==> config.mk <==
export PLATFORM = sky130hd
export DESIGN_NAME = ctc_clock_ctrl
export DESIGN_NICKNAME = d
export VERILOG_FILES = /design/src/include/ctc_pkg.sv /design/src/hw/ctc_clock_ctrl.sv /design/src/hw/ctc_countdown.sv
export SDC_FILE = /design/constraint.sdc
export NUM_CORES = 1
export LEC_CHECK = 0
export BUFFER_PORTS_ARGS = -buffer_cell sky130_fd_sc_hd__buf_4
export CAP_MARGIN = 0
export CELL_PAD_IN_SITES_DETAIL_PLACEMENT = 1
export CELL_PAD_IN_SITES_GLOBAL_PLACEMENT = 1
export CORE_AREA = 2 2 141 143
export DETAILED_ROUTE_END_ITERATION = 8
export DIE_AREA = 0 0 143 145
export GPL_TIMING_DRIVEN = 1
export PLACE_DENSITY = 0.87
export SLEW_MARGIN = 10
export SYNTH_ARGS = -nofsm -noshare
export SYNTH_HDL_FRONTEND = slang
export SYNTH_SLANG_ARGS = --single-unit
==> constraint.sdc <==
create_clock -name clk_sys -period 14.1 [get_ports clk_sys]
set_input_delay 2.82 -clock clk_sys [delete_from_list [all_inputs] [get_ports clk_sys]]
set_output_delay 2.82 -clock clk_sys [all_outputs]
set_load 0.01 [all_outputs]
==> src/include/ctc_pkg.sv <==
// Constants shared by the clock task and event controller.
// Assumes a 12-bit byte address on the register port and 32-bit data words.
package ctc_pkg;

  localparam int ADDR_W = 12;
  localparam int DATA_W = 32;

  // Task registers.
  localparam logic [11:0] OFF_HF_START    = 12'h000;
  localparam logic [11:0] OFF_HF_STOP     = 12'h004;
  localparam logic [11:0] OFF_SLOW_START  = 12'h008;
  localparam logic [11:0] OFF_SLOW_STOP   = 12'h00c;
  localparam logic [11:0] OFF_CALIBRATE   = 12'h010;
  localparam logic [11:0] OFF_CT_START    = 12'h014;
  localparam logic [11:0] OFF_CT_STOP     = 12'h018;

  // Event registers.
  localparam logic [11:0] OFF_EV_HF_STARTED   = 12'h100;
  localparam logic [11:0] OFF_EV_SLOW_STARTED = 12'h104;
  localparam logic [11:0] OFF_EV_CAL_DONE     = 12'h10c;
  localparam logic [11:0] OFF_EV_CT_TIMEOUT   = 12'h110;
  localparam logic [11:0] OFF_EV_CT_STARTED   = 12'h128;
  localparam logic [11:0] OFF_EV_CT_STOPPED   = 12'h12c;

  // Interrupt registers.
  localparam logic [11:0] OFF_IRQ_STATUS  = 12'h300;
  localparam logic [11:0] OFF_IRQ_EN_SET  = 12'h304;
  localparam logic [11:0] OFF_IRQ_EN_CLR  = 12'h308;

  // Status and configuration registers.
  localparam logic [11:0] OFF_HF_REQ      = 12'h408;
  localparam logic [11:0] OFF_HF_STATE    = 12'h40c;
  localparam logic [11:0] OFF_SLOW_REQ    = 12'h414;
  localparam logic [11:0] OFF_SLOW_STATE  = 12'h418;
  localparam logic [11:0] OFF_SRC_SNAP    = 12'h41c;
  localparam logic [11:0] OFF_SRC_SEL     = 12'h518;
  localparam logic [11:0] OFF_HF_SETTLE   = 12'h528;
  localparam logic [11:0] OFF_SLOW_SETTLE = 12'h52c;
  localparam logic [11:0] OFF_CT_INTERVAL = 12'h538;

  // Event indices, shared by the status and enable bit layout.
  localparam int NUM_EV        = 6;
  localparam int EV_HF_STARTED = 0;
  localparam int EV_SLOW_START = 1;
  localparam int EV_CAL_DONE   = 2;
  localparam int EV_CT_TIMEOUT = 3;
  localparam int EV_CT_STARTED = 4;
  localparam int EV_CT_STOPPED = 5;

  localparam logic [11:0] EV_OFF [NUM_EV] = '{
    OFF_EV_HF_STARTED, OFF_EV_SLOW_STARTED, OFF_EV_CAL_DONE,
    OFF_EV_CT_TIMEOUT, OFF_EV_CT_STARTED, OFF_EV_CT_STOPPED
  };

  // Source selection values and field positions.
  localparam logic [1:0] SRC_RC      = 2'h0;
  localparam logic [1:0] SRC_CRYSTAL = 2'h1;
  localparam logic [1:0] SRC_SYNTH   = 2'h2;
  localparam int SRC_LSB      = 0;
  localparam int BYPASS_BIT   = 16;
  localparam int EXTERNAL_BIT = 17;
  localparam int RUNNING_BIT  = 16;

  // Field widths and reset values.
  localparam int SETTLE_W = 16;
  localparam int CT_W     = 7;
  localparam logic [15:0] HF_SETTLE_RST   = 16'h0010;
  localparam logic [15:0] SLOW_SETTLE_RST = 16'h0020;
  localparam logic [6:0]  CT_INTERVAL_RST = 7'h10;
  localparam logic [17:0] SRC_SEL_RST     = 18'h00000;

  // Cycles that one RC calibration takes once the fast crystal runs.
  localparam int CAL_CYCLES = 16;

endpackage : ctc_pkg

==> src/hw/ctc_clock_ctrl.sv <==
// Clock task and event controller: tasks, events, status and oscillator enables.
// Assumes oscillators settle as timed here and a strobe register port.
`timescale 1ns/1ps
`default_nettype none

module ctc_clock_ctrl #(
  parameter int CAL_CYCLES = ctc_pkg::CAL_CYCLES
) (
  input  wire logic        clk_sys,
  input  wire logic        rst,
  input  wire logic [11:0] addr,
  input  wire logic [31:0] wr_data,
  input  wire logic        wr_stb,
  input  wire logic        rd_stb,
  output logic      [31:0] rd_data,
  output logic             irq,
  output logic             fast_crystal_osc_en,
  output logic             slow_rc_osc_en,
  output logic             slow_crystal_osc_en,
  output logic             slow_clock_on_crystal,
  output logic             cal_ref_request
);

  typedef enum logic [1:0] {HF_OFF, HF_SETTLING, HF_RUNNING} ctc_hf_state_t;
  typedef enum logic [1:0] {SL_OFF, SL_SETTLING, SL_RUNNING} ctc_slow_state_t;
  typedef enum logic [1:0] {CT_STOPPED, CT_STARTING, CT_RUNNING, CT_STOPPING} ctc_ct_state_t;

  ////////////////////////////////////////////////////////////////////////////////
  // Register port decode.

  logic task_hit;
  logic hf_start_task;
  logic hf_stop_task;
  logic slow_start_task;
  logic slow_stop_task;
  logic cal_task;
  logic ct_start_task;
  logic ct_stop_task;

  assign task_hit        = wr_stb && wr_data[0];
  assign hf_start_task   = task_hit && addr == ctc_pkg::OFF_HF_START;
  assign hf_stop_task    = task_hit && addr == ctc_pkg::OFF_HF_STOP;
  assign slow_start_task = task_hit && addr == ctc_pkg::OFF_SLOW_START;
  assign slow_stop_task  = task_hit && addr == ctc_pkg::OFF_SLOW_STOP;
  assign cal_task        = task_hit && addr == ctc_pkg::OFF_CALIBRATE;
  assign ct_start_task   = task_hit && addr == ctc_pkg::OFF_CT_START;
  assign ct_stop_task    = task_hit && addr == ctc_pkg::OFF_CT_STOP;

  ////////////////////////////////////////////////////////////////////////////////
  // Configuration registers.

  logic [17:0] src_sel_reg;
  logic [15:0] hf_settle_reg;
  logic [15:0] slow_settle_reg;
  logic [6:0]  ct_interval_reg;
  logic [17:0] src_snap_reg;

  always_ff @(posedge clk_sys or posedge rst) begin
    if (rst) begin
      src_sel_reg     <= ctc_pkg::SRC_SEL_RST;
      hf_settle_reg   <= ctc_pkg::HF_SETTLE_RST;
      slow_settle_reg <= ctc_pkg::SLOW_SETTLE_RST;
      ct_interval_reg <= ctc_pkg::CT_INTERVAL_RST;
    end else if (wr_stb) begin
      case (addr)
        ctc_pkg::OFF_SRC_SEL: begin
          src_sel_reg <= wr_data[17:0];
        end
        ctc_pkg::OFF_HF_SETTLE: begin
          hf_settle_reg <= wr_data[15:0];
        end
        ctc_pkg::OFF_SLOW_SETTLE: begin
          slow_settle_reg <= wr_data[15:0];
        end
        ctc_pkg::OFF_CT_INTERVAL: begin
          ct_interval_reg <= wr_data[6:0];
        end
        default: begin
        end
      endcase
    end
  end

  always_ff @(posedge clk_sys or posedge rst) begin
    if (rst) begin
      src_snap_reg <= '0;
    end else if (slow_start_task) begin
      src_snap_reg <= src_sel_reg;
    end
  end

  ////////////////////////////////////////////////////////////////////////////////
  // Fast crystal oscillator control.

  ctc_hf_state_t hf_state_reg;
  logic          hf_req_reg;
  logic          hf_load;
  logic          hf_settled;

  assign hf_load = hf_start_task && hf_state_reg == HF_OFF;

  ctc_countdown #(.WIDTH(ctc_pkg::SETTLE_W)) u_hf_settle (
    .clk_sys (clk_sys),
    .rst     (rst),
    .load    (hf_load),
    .abort   (hf_stop_task),
    .value   (hf_settle_reg),
    .busy    (),
    .done    (hf_settled)
  );

  always_ff @(posedge clk_sys or posedge rst) begin
    if (rst) begin
      hf_state_reg        <= HF_OFF;
      fast_crystal_osc_en <= 1'b0;
    end else begin
      case (hf_state_reg)
        HF_OFF: begin
          if (hf_start_task) begin
            hf_state_reg        <= HF_SETTLING;
            fast_crystal_osc_en <= 1'b1;
          end
        end
        HF_SETTLING: begin
          if (hf_stop_task) begin
            hf_state_reg        <= HF_OFF;
            fast_crystal_osc_en <= 1'b0;
          end else if (hf_settled) begin
            hf_state_reg <= HF_RUNNING;
          end
        end
        HF_RUNNING: begin
          if (hf_stop_task) begin
            hf_state_reg        <= HF_OFF;
            fast_crystal_osc_en <= 1'b0;
          end
        end
        default: begin
          hf_state_reg <= HF_OFF;
        end
      endcase
    end
  end

  always_ff @(posedge clk_sys or posedge rst) begin
    if (rst) begin
      hf_req_reg <= 1'b0;
    end else if (hf_start_task) begin
      hf_req_reg <= 1'b1;
    end else if (hf_stop_task) begin
      hf_req_reg <= 1'b0;
    end
  end

  ////////////////////////////////////////////////////////////////////////////////
  // Slow clock control.

  ctc_slow_state_t slow_state_reg;
  logic            slow_req_reg;
  logic            slow_load;
  logic            slow_settled;
  logic            slow_started;
  logic            pick_crystal;

  assign pick_crystal = src_sel_reg[1:0] == ctc_pkg::SRC_CRYSTAL;
  assign slow_load    = slow_start_task && slow_state_reg == SL_OFF && pick_crystal;

  ctc_countdown #(.WIDTH(ctc_pkg::SETTLE_W)) u_slow_settle (
    .clk_sys (clk_sys),
    .rst     (rst),
    .load    (slow_load),
    .abort   (slow_stop_task),
    .value   (slow_settle_reg),
    .busy    (),
    .done    (slow_settled)
  );

  always_ff @(posedge clk_sys or posedge rst) begin
    if (rst) begin
      slow_state_reg        <= SL_OFF;
      slow_rc_osc_en        <= 1'b0;
      slow_crystal_osc_en   <= 1'b0;
      slow_clock_on_crystal <= 1'b0;
      slow_started          <= 1'b0;
    end else begin
      slow_started <= 1'b0;
      if (slow_stop_task) begin
        slow_state_reg        <= SL_OFF;
        slow_rc_osc_en        <= 1'b0;
        slow_crystal_osc_en   <= 1'b0;
        slow_clock_on_crystal <= 1'b0;
      end else begin
        case (slow_state_reg)
          SL_OFF: begin
            if (slow_start_task && pick_crystal) begin
              slow_state_reg      <= SL_SETTLING;
              slow_rc_osc_en      <= 1'b1;
              slow_crystal_osc_en <= 1'b1;
            end else if (slow_start_task) begin
              slow_state_reg <= SL_RUNNING;
              slow_rc_osc_en <= src_sel_reg[1:0] == ctc_pkg::SRC_RC;
              slow_started   <= 1'b1;
            end
          end
          SL_SETTLING: begin
            if (slow_settled) begin
              slow_state_reg        <= SL_RUNNING;
              slow_rc_osc_en        <= 1'b0;
              slow_clock_on_crystal <= 1'b1;
              slow_started          <= 1'b1;
            end
          end
          SL_RUNNING: begin
          end
          default: begin
            slow_state_reg <= SL_OFF;
          end
        endcase
      end
    end
  end

  always_ff @(posedge clk_sys or posedge rst) begin
    if (rst) begin
      slow_req_reg <= 1'b0;
    end else if (slow_start_task) begin
      slow_req_reg <= 1'b1;
    end else if (slow_stop_task) begin
      slow_req_reg <= 1'b0;
    end
  end

  ////////////////////////////////////////////////////////////////////////////////
  // RC calibration, which needs the fast crystal as its reference.

  logic cal_active_reg;
  logic cal_load;
  logic cal_busy;
  logic cal_done;

  assign cal_load = cal_ref_request && !cal_active_reg && hf_state_reg == HF_RUNNING;

  ctc_countdown #(.WIDTH(16)) u_cal (
    .clk_sys (clk_sys),
    .rst     (rst),
    .load    (cal_load),
    .abort   (1'b0),
    .value   (16'(CAL_CYCLES - 1)),
    .busy    (cal_busy),
    .done    (cal_done)
  );

  always_ff @(posedge clk_sys or posedge rst) begin
    if (rst) begin
      cal_ref_request <= 1'b0;
      cal_active_reg  <= 1'b0;
    end else if (cal_done) begin
      // A calibrate task in the finishing cycle queues the next run.
      cal_ref_request <= cal_task;
      cal_active_reg  <= 1'b0;
    end else if (cal_task && !cal_ref_request) begin
      cal_ref_request <= 1'b1;
    end else if (cal_load) begin
      cal_active_reg <= 1'b1;
    end
  end

  ////////////////////////////////////////////////////////////////////////////////
  // Calibration timer.

  ctc_ct_state_t ct_state_reg;
  logic          ct_load;
  logic          ct_abort;
  logic          ct_expired;
  logic          ct_busy;

  assign ct_load  = ct_start_task && ct_state_reg == CT_STOPPED;
  assign ct_abort = ct_stop_task && ct_state_reg == CT_RUNNING;

  ctc_countdown #(.WIDTH(ctc_pkg::CT_W)) u_ct (
    .clk_sys (clk_sys),
    .rst     (rst),
    .load    (ct_load),
    .abort   (ct_abort),
    .value   (ct_interval_reg),
    .busy    (ct_busy),
    .done    (ct_expired)
  );

  always_ff @(posedge clk_sys or posedge rst) begin
    if (rst) begin
      ct_state_reg <= CT_STOPPED;
    end else begin
      case (ct_state_reg)
        CT_STOPPED, CT_RUNNING: begin
          if (ct_start_task) begin
            ct_state_reg <= CT_STARTING;
          end else if (ct_stop_task) begin
            ct_state_reg <= CT_STOPPING;
          end else if (ct_expired) begin
            ct_state_reg <= CT_STOPPED;
          end
        end
        CT_STARTING: begin
          // A start that met the expiry leaves an idle counter, so fall back to stopped.
          ct_state_reg <= ct_busy ? CT_RUNNING : CT_STOPPED;
        end
        CT_STOPPING: begin
          ct_state_reg <= CT_STOPPED;
        end
        default: begin
          ct_state_reg <= CT_STOPPED;
        end
      endcase
    end
  end

  ////////////////////////////////////////////////////////////////////////////////
  // Events, interrupt status and enables.

  logic [ctc_pkg::NUM_EV-1:0] ev_pulse;
  logic [ctc_pkg::NUM_EV-1:0] event_reg;
  logic [ctc_pkg::NUM_EV-1:0] irq_status_reg;
  logic [ctc_pkg::NUM_EV-1:0] irq_en_reg;
  logic                       status_read;

  assign ev_pulse[ctc_pkg::EV_HF_STARTED] = hf_settled && hf_state_reg == HF_SETTLING;
  assign ev_pulse[ctc_pkg::EV_SLOW_START] = slow_started;
  assign ev_pulse[ctc_pkg::EV_CAL_DONE]   = cal_done;
  assign ev_pulse[ctc_pkg::EV_CT_TIMEOUT] = ct_expired;
  assign ev_pulse[ctc_pkg::EV_CT_STARTED] = ct_state_reg == CT_STARTING;
  assign ev_pulse[ctc_pkg::EV_CT_STOPPED] = ct_state_reg == CT_STOPPING;
  assign status_read = rd_stb && addr == ctc_pkg::OFF_IRQ_STATUS;

  generate
    for (genvar i = 0; i < ctc_pkg::NUM_EV; i++) begin : g_ev
      // A new event wins over a clear in the same cycle.
      always_ff @(posedge clk_sys or posedge rst) begin
        if (rst) begin
          event_reg[i]      <= 1'b0;
          irq_status_reg[i] <= 1'b0;
        end else begin
          if (ev_pulse[i]) begin
            event_reg[i] <= 1'b1;
          end else if (wr_stb && addr == ctc_pkg::EV_OFF[i] && !wr_data[0]) begin
            event_reg[i] <= 1'b0;
          end
          if (ev_pulse[i]) begin
            irq_status_reg[i] <= 1'b1;
          end else if (status_read) begin
            irq_status_reg[i] <= 1'b0;
          end
        end
      end
    end
  endgenerate

  always_ff @(posedge clk_sys or posedge rst) begin
    if (rst) begin
      irq_en_reg <= '0;
    end else if (wr_stb && addr == ctc_pkg::OFF_IRQ_EN_SET) begin
      irq_en_reg <= irq_en_reg | wr_data[ctc_pkg::NUM_EV-1:0];
    end else if (wr_stb && addr == ctc_pkg::OFF_IRQ_EN_CLR) begin
      irq_en_reg <= irq_en_reg & ~wr_data[ctc_pkg::NUM_EV-1:0];
    end
  end

  always_ff @(posedge clk_sys or posedge rst) begin
    if (rst) begin
      irq <= 1'b0;
    end else begin
      irq <= |(irq_status_reg & irq_en_reg);
    end
  end

  ////////////////////////////////////////////////////////////////////////////////
  // Read data, valid only in the cycle after the read strobe.

  logic [31:0] rd_next;
  logic [1:0]  slow_src_now;

  assign slow_src_now = slow_clock_on_crystal ? ctc_pkg::SRC_CRYSTAL :
                        (src_snap_reg[1:0] == ctc_pkg::SRC_SYNTH ? ctc_pkg::SRC_SYNTH :
                         ctc_pkg::SRC_RC);

  always_comb begin
    rd_next = '0;
    case (addr)
      ctc_pkg::OFF_IRQ_STATUS: begin
        rd_next[ctc_pkg::NUM_EV-1:0] = irq_status_reg;
      end
      ctc_pkg::OFF_IRQ_EN_SET, ctc_pkg::OFF_IRQ_EN_CLR: begin
        rd_next[ctc_pkg::NUM_EV-1:0] = irq_en_reg;
      end
      ctc_pkg::OFF_HF_REQ: begin
        rd_next[0] = hf_req_reg;
      end
      ctc_pkg::OFF_HF_STATE: begin
        rd_next[0]                    = hf_state_reg == HF_RUNNING;
        rd_next[ctc_pkg::RUNNING_BIT] = hf_state_reg == HF_RUNNING;
      end
      ctc_pkg::OFF_SLOW_REQ: begin
        rd_next[0] = slow_req_reg;
      end
      ctc_pkg::OFF_SLOW_STATE: begin
        rd_next[1:0]                  = slow_src_now;
        rd_next[ctc_pkg::RUNNING_BIT] = slow_state_reg != SL_OFF;
      end
      ctc_pkg::OFF_SRC_SNAP: begin
        rd_next[17:0] = src_snap_reg;
      end
      ctc_pkg::OFF_SRC_SEL: begin
        rd_next[17:0] = src_sel_reg;
      end
      ctc_pkg::OFF_HF_SETTLE: begin
        rd_next[15:0] = hf_settle_reg;
      end
      ctc_pkg::OFF_SLOW_SETTLE: begin
        rd_next[15:0] = slow_settle_reg;
      end
      ctc_pkg::OFF_CT_INTERVAL: begin
        rd_next[6:0] = ct_interval_reg;
      end
      default: begin
        for (int i = 0; i < ctc_pkg::NUM_EV; i++) begin
          if (addr == ctc_pkg::EV_OFF[i]) begin
            rd_next[0] = event_reg[i];
          end
        end
      end
    endcase
  end

  always_ff @(posedge clk_sys or posedge rst) begin
    if (rst) begin
      rd_data <= '0;
    end else if (rd_stb) begin
      rd_data <= rd_next;
    end else begin
      rd_data <= '0;
    end
  end

  // The busy flag of the calibration counter follows cal_active_reg but falls one cycle before it.
  logic cal_unused;
  assign cal_unused = cal_busy;

endmodule : ctc_clock_ctrl

`default_nettype wire

==> src/hw/ctc_countdown.sv <==
// Loadable down counter that reports when its loaded count has run out.
// Assumes one clock and an asynchronous active-high reset.
`timescale 1ns/1ps
`default_nettype none

module ctc_countdown #(
  parameter int WIDTH = 16
) (
  input  wire logic             clk_sys,
  input  wire logic             rst,
  input  wire logic             load,
  input  wire logic             abort,
  input  wire logic [WIDTH-1:0] value,
  output logic                  busy,
  output logic                  done
);

  logic [WIDTH-1:0] count_reg;

  // A load of N gives done N+1 cycles later; abort drops the count silently.
  always_ff @(posedge clk_sys or posedge rst) begin
    if (rst) begin
      count_reg <= '0;
      busy      <= 1'b0;
      done      <= 1'b0;
    end else begin
      done <= 1'b0;
      if (abort) begin
        busy <= 1'b0;
      end else if (load) begin
        count_reg <= value;
        busy      <= 1'b1;
      end else if (busy) begin
        if (count_reg == '0) begin
          busy <= 1'b0;
          done <= 1'b1;
        end else begin
          count_reg <= count_reg - 1'b1;
        end
      end
    end
  end

endmodule : ctc_countdown

`default_nettype wire

After elaboration in Yosys (flattened, before gate mapping) --
Index checks and enable logic that the tools add are counted.
Storage, ports and cells: register bits after elaboration 204
Operators by class: add/sub/neg operators 4, eq/ne operators 46, mux-type cells 121, bitwise gates (word level) 7, reductions and logical operators 92
Operator list (count):
- two-way mux 16 bit | 9
- == test 12 x 11 -> 1 bit (second input constant) | 9
- two-way mux 1 bit | 79
- == test 12 x 9 -> 1 bit (second input constant) | 6
- nonzero test 2 bit | 27
- zero test 16 bit | 3
- subtractor 16 x 1 -> 16 bit (second input constant) | 3
- == test 12 x 10 -> 1 bit (second input constant) | 3
- == test 12 x 5 -> 1 bit (second input constant) | 3
- case mux 9 bit (4 select lines) | 1
- logical AND 1 bit | 33
- two-way mux 2 bit | 14
- case mux 4 bit (7 select lines) | 1
- == test 12 x 4 -> 1 bit (second input constant) | 2
- two-way mux 7 bit | 3
- AND reduction 3 bit | 7
- two-way mux 18 bit | 1
- case mux 2 bit (3 select lines) | 3
- AND reduction 2 bit | 8
- != test 2 bit (second input constant) | 7
- bitwise AND 6 bit | 2
- == test 12 x 3 -> 1 bit (second input constant) | 1
- zero test 12 bit | 1
- two-way mux 6 bit | 2
- other kinds (20) | 42

Longest topological paths before layout --
depth in word-level cells 9, mapped depth 9

Cells and area by module --
From an unflattened synthesis, not the netlist that was laid out.
Unflattened totals: cells, all modules 930, area, all modules 10003.3 um^2
Modules (own cells, without submodules):
- ctc_clock_ctrl | instances 1, cells each 499, area each 6059.6 um^2, seq. area each 3181.8 um^2
- ctc_countdown at u_cal ... | instances 2, cells each 124, area each 1104.8 um^2, seq. area each 450.4 um^2
- ctc_countdown at u_slow_settle | instances 1, cells each 127, area each 1194.9 um^2, seq. area each 450.4 um^2
- ctc_countdown at u_ct | instances 1, cells each 56, area each 539.3 um^2, seq. area each 225.2 um^2

Worst setup path after synthesis --
Ideal clock, no wire load.
path type input-to-reg, start point input port addr[5], end point register hf_state_reg[0], library setup time 0.125 ns, arrival time 4.663 ns, required time 13.975 ns, slack 9.312 ns, cell stages on the path 6, path buffers 2, cell sequence buf_6 -> or4_1 -> buf_2 -> or4_4 -> a22o_1 -> mux2_4
Between the ends: longest elaborated chain between the ends 4, elaborated cells on any way between the ends 10, classes of those cells eq/ne (4); mux (2); reduce/logical (4)
RTL lines:
- start, declared | line ctc_clock_ctrl.sv:11 | input wire logic [11:0] addr,
- == test 12 x 3 -> 1 bit / zero test 12 bit (equally long branches) | line ctc_clock_ctrl.sv:42, ctc_clock_ctrl.sv:41
- logical AND 1 bit, on equally long branches | line ctc_clock_ctrl.sv:42, ctc_clock_ctrl.sv:41
- != test 3 x 2 -> 1 bit (no source line), or another cell as far along
- AND reduction 3 bit (no source line) / case mux 2 bit (3 select lines) (equally long branches)
- end signal, assigned | line ctc_clock_ctrl.sv:114 | hf_state_reg <= HF_OFF;
- end signal, assigned | line ctc_clock_ctrl.sv:120 | hf_state_reg <= HF_SETTLING;
- end signal, assigned | line ctc_clock_ctrl.sv:126 | hf_state_reg <= HF_OFF;
- end, declared | line ctc_clock_ctrl.sv:95 | ctc_hf_state_t hf_state_reg;
Several ways; a longest one is shown, not always the timed one. A chain may end at the register's enable or synchronous reset.

Final worst setup path --
start point input port addr[2], end point register slow_settle_reg[0]
Between the ends: longest elaborated chain between the ends 2
RTL lines:
- == test 12 x 11 -> 1 bit | line ctc_clock_ctrl.sv:65 | case (addr)
- AND reduction 2 bit (no source line)
- end signal, assigned | line ctc_clock_ctrl.sv:62 | slow_settle_reg <= ctc_pkg::SLOW_SETTLE_RST;
- end signal, assigned | line ctc_clock_ctrl.sv:73 | slow_settle_reg <= wr_data[15:0];
- end, declared | line ctc_clock_ctrl.sv:54 | logic [15:0] slow_settle_reg;
Every way passes these cells.

==> out/results.ini <==
[die]
rows=51
coreArea_um2=19200
io_pins=86
die_h_um=145
start_util_pct=50.5
die_w_um=143
die-area_um2=20700

[pwr]
p_total_mw=1.37
power_density_nw_per_um2=126
p_leak_nw=5.02
max-vdd-ir-drop_mv=0.129

[worst_setup_path]
critPathArrivalTime_ps=5830
start_kind=input pin
cp_slowest_cell=nor3_2
crit_fanout=28
crit_type=in -> reg
crit_path_end_kind=flip-flop
cp_cell_sequence=buf_4, nor3b_1, nand2_1, nor3_2, nand2_1, mux2_1
cpMostUsedCell=nand2_1
cp_data_required_time_ps=14420
cpPeakStageDelay_ps=830

[timing]
skew_ps=16.0
fmax_ghz=0.182
period_minus_slack_ps=5510
final.setup.tns_ps=0
drv_slew=0
rsz0062_at_grt=no
timing.slew.headroom_pct=28.4
period_share_pct=39.1
tightestPinTransition_ps=1070
hold_viol_final=0
finalSetupViolCount=0

[job]
drv_cap=0

[synth]
yosysTopAreaCellShare_pct=48.2
syn_area_per_cell_um2=10.8
async_flop_share_pct=100
ys_ff_latch=190
synth_edf_count=0
synth_most_common_cell=dfrtp_1
syn_area_um2=9710
ys_seq_area_share_pct=49.0
ys_top_cells_by_area=dfrtp_1 48%, mux2_2 6.5%, mux2_1 3.9%
synth_common_cells=187 x dfrtp_1, 65 x nand2_1, 59 x nor2_1
syn_inst=900
yosysTopAreaCell=dfrtp_1
ys.flop_type=dfrtp_1
synth_warnings=0
synth.distinct_cells=86

[routing]
firstDrtPassIters=5
dr_total_vias=7790
remaining_drc_errors=0
ant_nets=0
wl_per_cell_um=24.4
vias_per_cell=6.41
drtIter0Drc=698
wl_um=29700

[clocking]
cts.repair_timing.setup_buffer_count=0
cts_root_buf=clkbuf_16
clk_path_buf_depth=2
numCtsBuffers=17
tritoncts=built
cts_hold_buf=0
insertion_delay_ps=450
h-tree-depth=4
cts_resized=0
clk_pin_slew_ps=70
cts.sinks=190

[global_route]
grt.busiest_layer=met2
grt_pass1_vias=8281
met1_usage_pct=37.0
grt_pass1_wl_um=46500
overflow=0
antenna_found_initial=0
met2_usage_pct=47.9
track_usage_pct=29.3
grt.met3_usage_pct=7.13
grt_max_degree=109

[placement]
io_buffer_count=57
dpl.hpwl_um=19400
place_inst=1182
gp_congestion=0.951

[worst_hold_path]
hold_path.class=reg -> reg

[final_layout]
final_cells=1215
finalNetCount=997
layout-drive-gt1-share_pct=20.2
fill_cells=2049
fin_util_pct=56.6
area_delta_synth_final_pct=12.0

[outcome]
outcome=finished clean

through the flow:
stage	hold slack, ps	area (µm²)	worst slack, ps
floorplan	430	9760	6110
detailed placement	466	10300	8220
CTS	489	10900	8660
global route	507	10900	8390
finish	486	10900	8590
global placement	450	10300	8390
layout make-up:
| class | count | area, µm² | share of cell area [%] |
|---|---|---|---|
| antenna | 1 | 2.50 | 0.0230 |
| sequential | 190 | 4760 | 43.8 |
| inverter | 21 | 86.3 | 0.794 |
| clock inverter | 13 | 154 | 1.42 |
| tap | 265 | 332 | 3.05 |
| timing repair buffer | 64 | 480 | 4.42 |
| multi-input combinational | 642 | 4610 | 42.4 |
| clock buffer | 19 | 453 | 4.17 |
worst paths after layout:
check                                                startpoint                                    end  slack [ps]  cells after the start
setup / recovery                                        addr[2]         slow_settle_reg[0]$_DFFE_PP0P_        8590                      6
hold / removal                         event_reg[4]$_DFFE_PP0P_               event_reg[4]$_DFFE_PP0P_         490                      1
setup reg to reg           u_hf_settle.count_reg[6]$_DFFE_PP0P_  u_hf_settle.count_reg[10]$_DFFE_PP0P_       11320                      5
hold reg to reg                        event_reg[4]$_DFFE_PP0P_               event_reg[4]$_DFFE_PP0P_         490                      1
max in group asynchronous                                   rst           u_slow_settle.done$_DFF_PP0_        9980                      3
min in group asynchronous                                   rst        u_cal.count_reg[12]$_DFFE_PP0P_        2520                      2
where the power goes:
| group | switching (mW) | internal [mW] | total, mW | leakage, nW |
|---|---|---|---|---|
| Sequential | 0.0491 | 0.591 | 0.640 | 2.55 |
| Combinational | 0.138 | 0.0892 | 0.228 | 2.18 |
| Clock | 0.231 | 0.275 | 0.507 | 0.290 |
| Total | 0.419 | 0.955 | 1.37 | 5.02 |
cell families (layout without fill, tap and decap cells):
family,Yosys count,after routing,share of synthesized area (%)
AO/OA/AOI/OAI,179,179,12.8
XOR/XNOR,35,35,3.16
adder cells (fa/ha/maj),13,13,1.68
buffers and inverters,81,117,4.02
flip-flops,190,190,49.0
multiplexers,98,98,11.3
other,1,15,0.0386
AND/OR/NAND/NOR,303,303,17.9
routing by layer:
layer  up-vias  part of all wire, %
met5         -                    0
met4         0                  3.0
met3        88                  5.9
met2       292                   50
met1      4047                   41
li1       3363                    -
placed cells by master (no fill, tap or decap), types with 12 or more instances in the layout:
cell	synthesis	routed
o21ai_1	16	16
mux2_2	56	56
nor2_1	59	59
nand3_1	25	25
nand4_1	14	14
inv_1	21	20
nor3_1	21	21
a21oi_1	42	42
o21ai_0	12	12
or4_1	25	25
buf_4	14	64
ha_1	13	13
nor4_1	12	12
nand2_1	65	65
mux2_1	34	34
clkbuf_16	0	17
a22oi_1	28	28
xor2_1	27	27
conb_1	1	14
dfrtp_1	187	187
worst max-delay path, delay by kind of cell:
family | cells | cell delay [ps]
AND/OR/NAND/NOR | 4 | 2140
multiplexers | 1 | 550
buffers and inverters | 1 | 310
No activity file was read; power rests on OpenSTA's default activity.
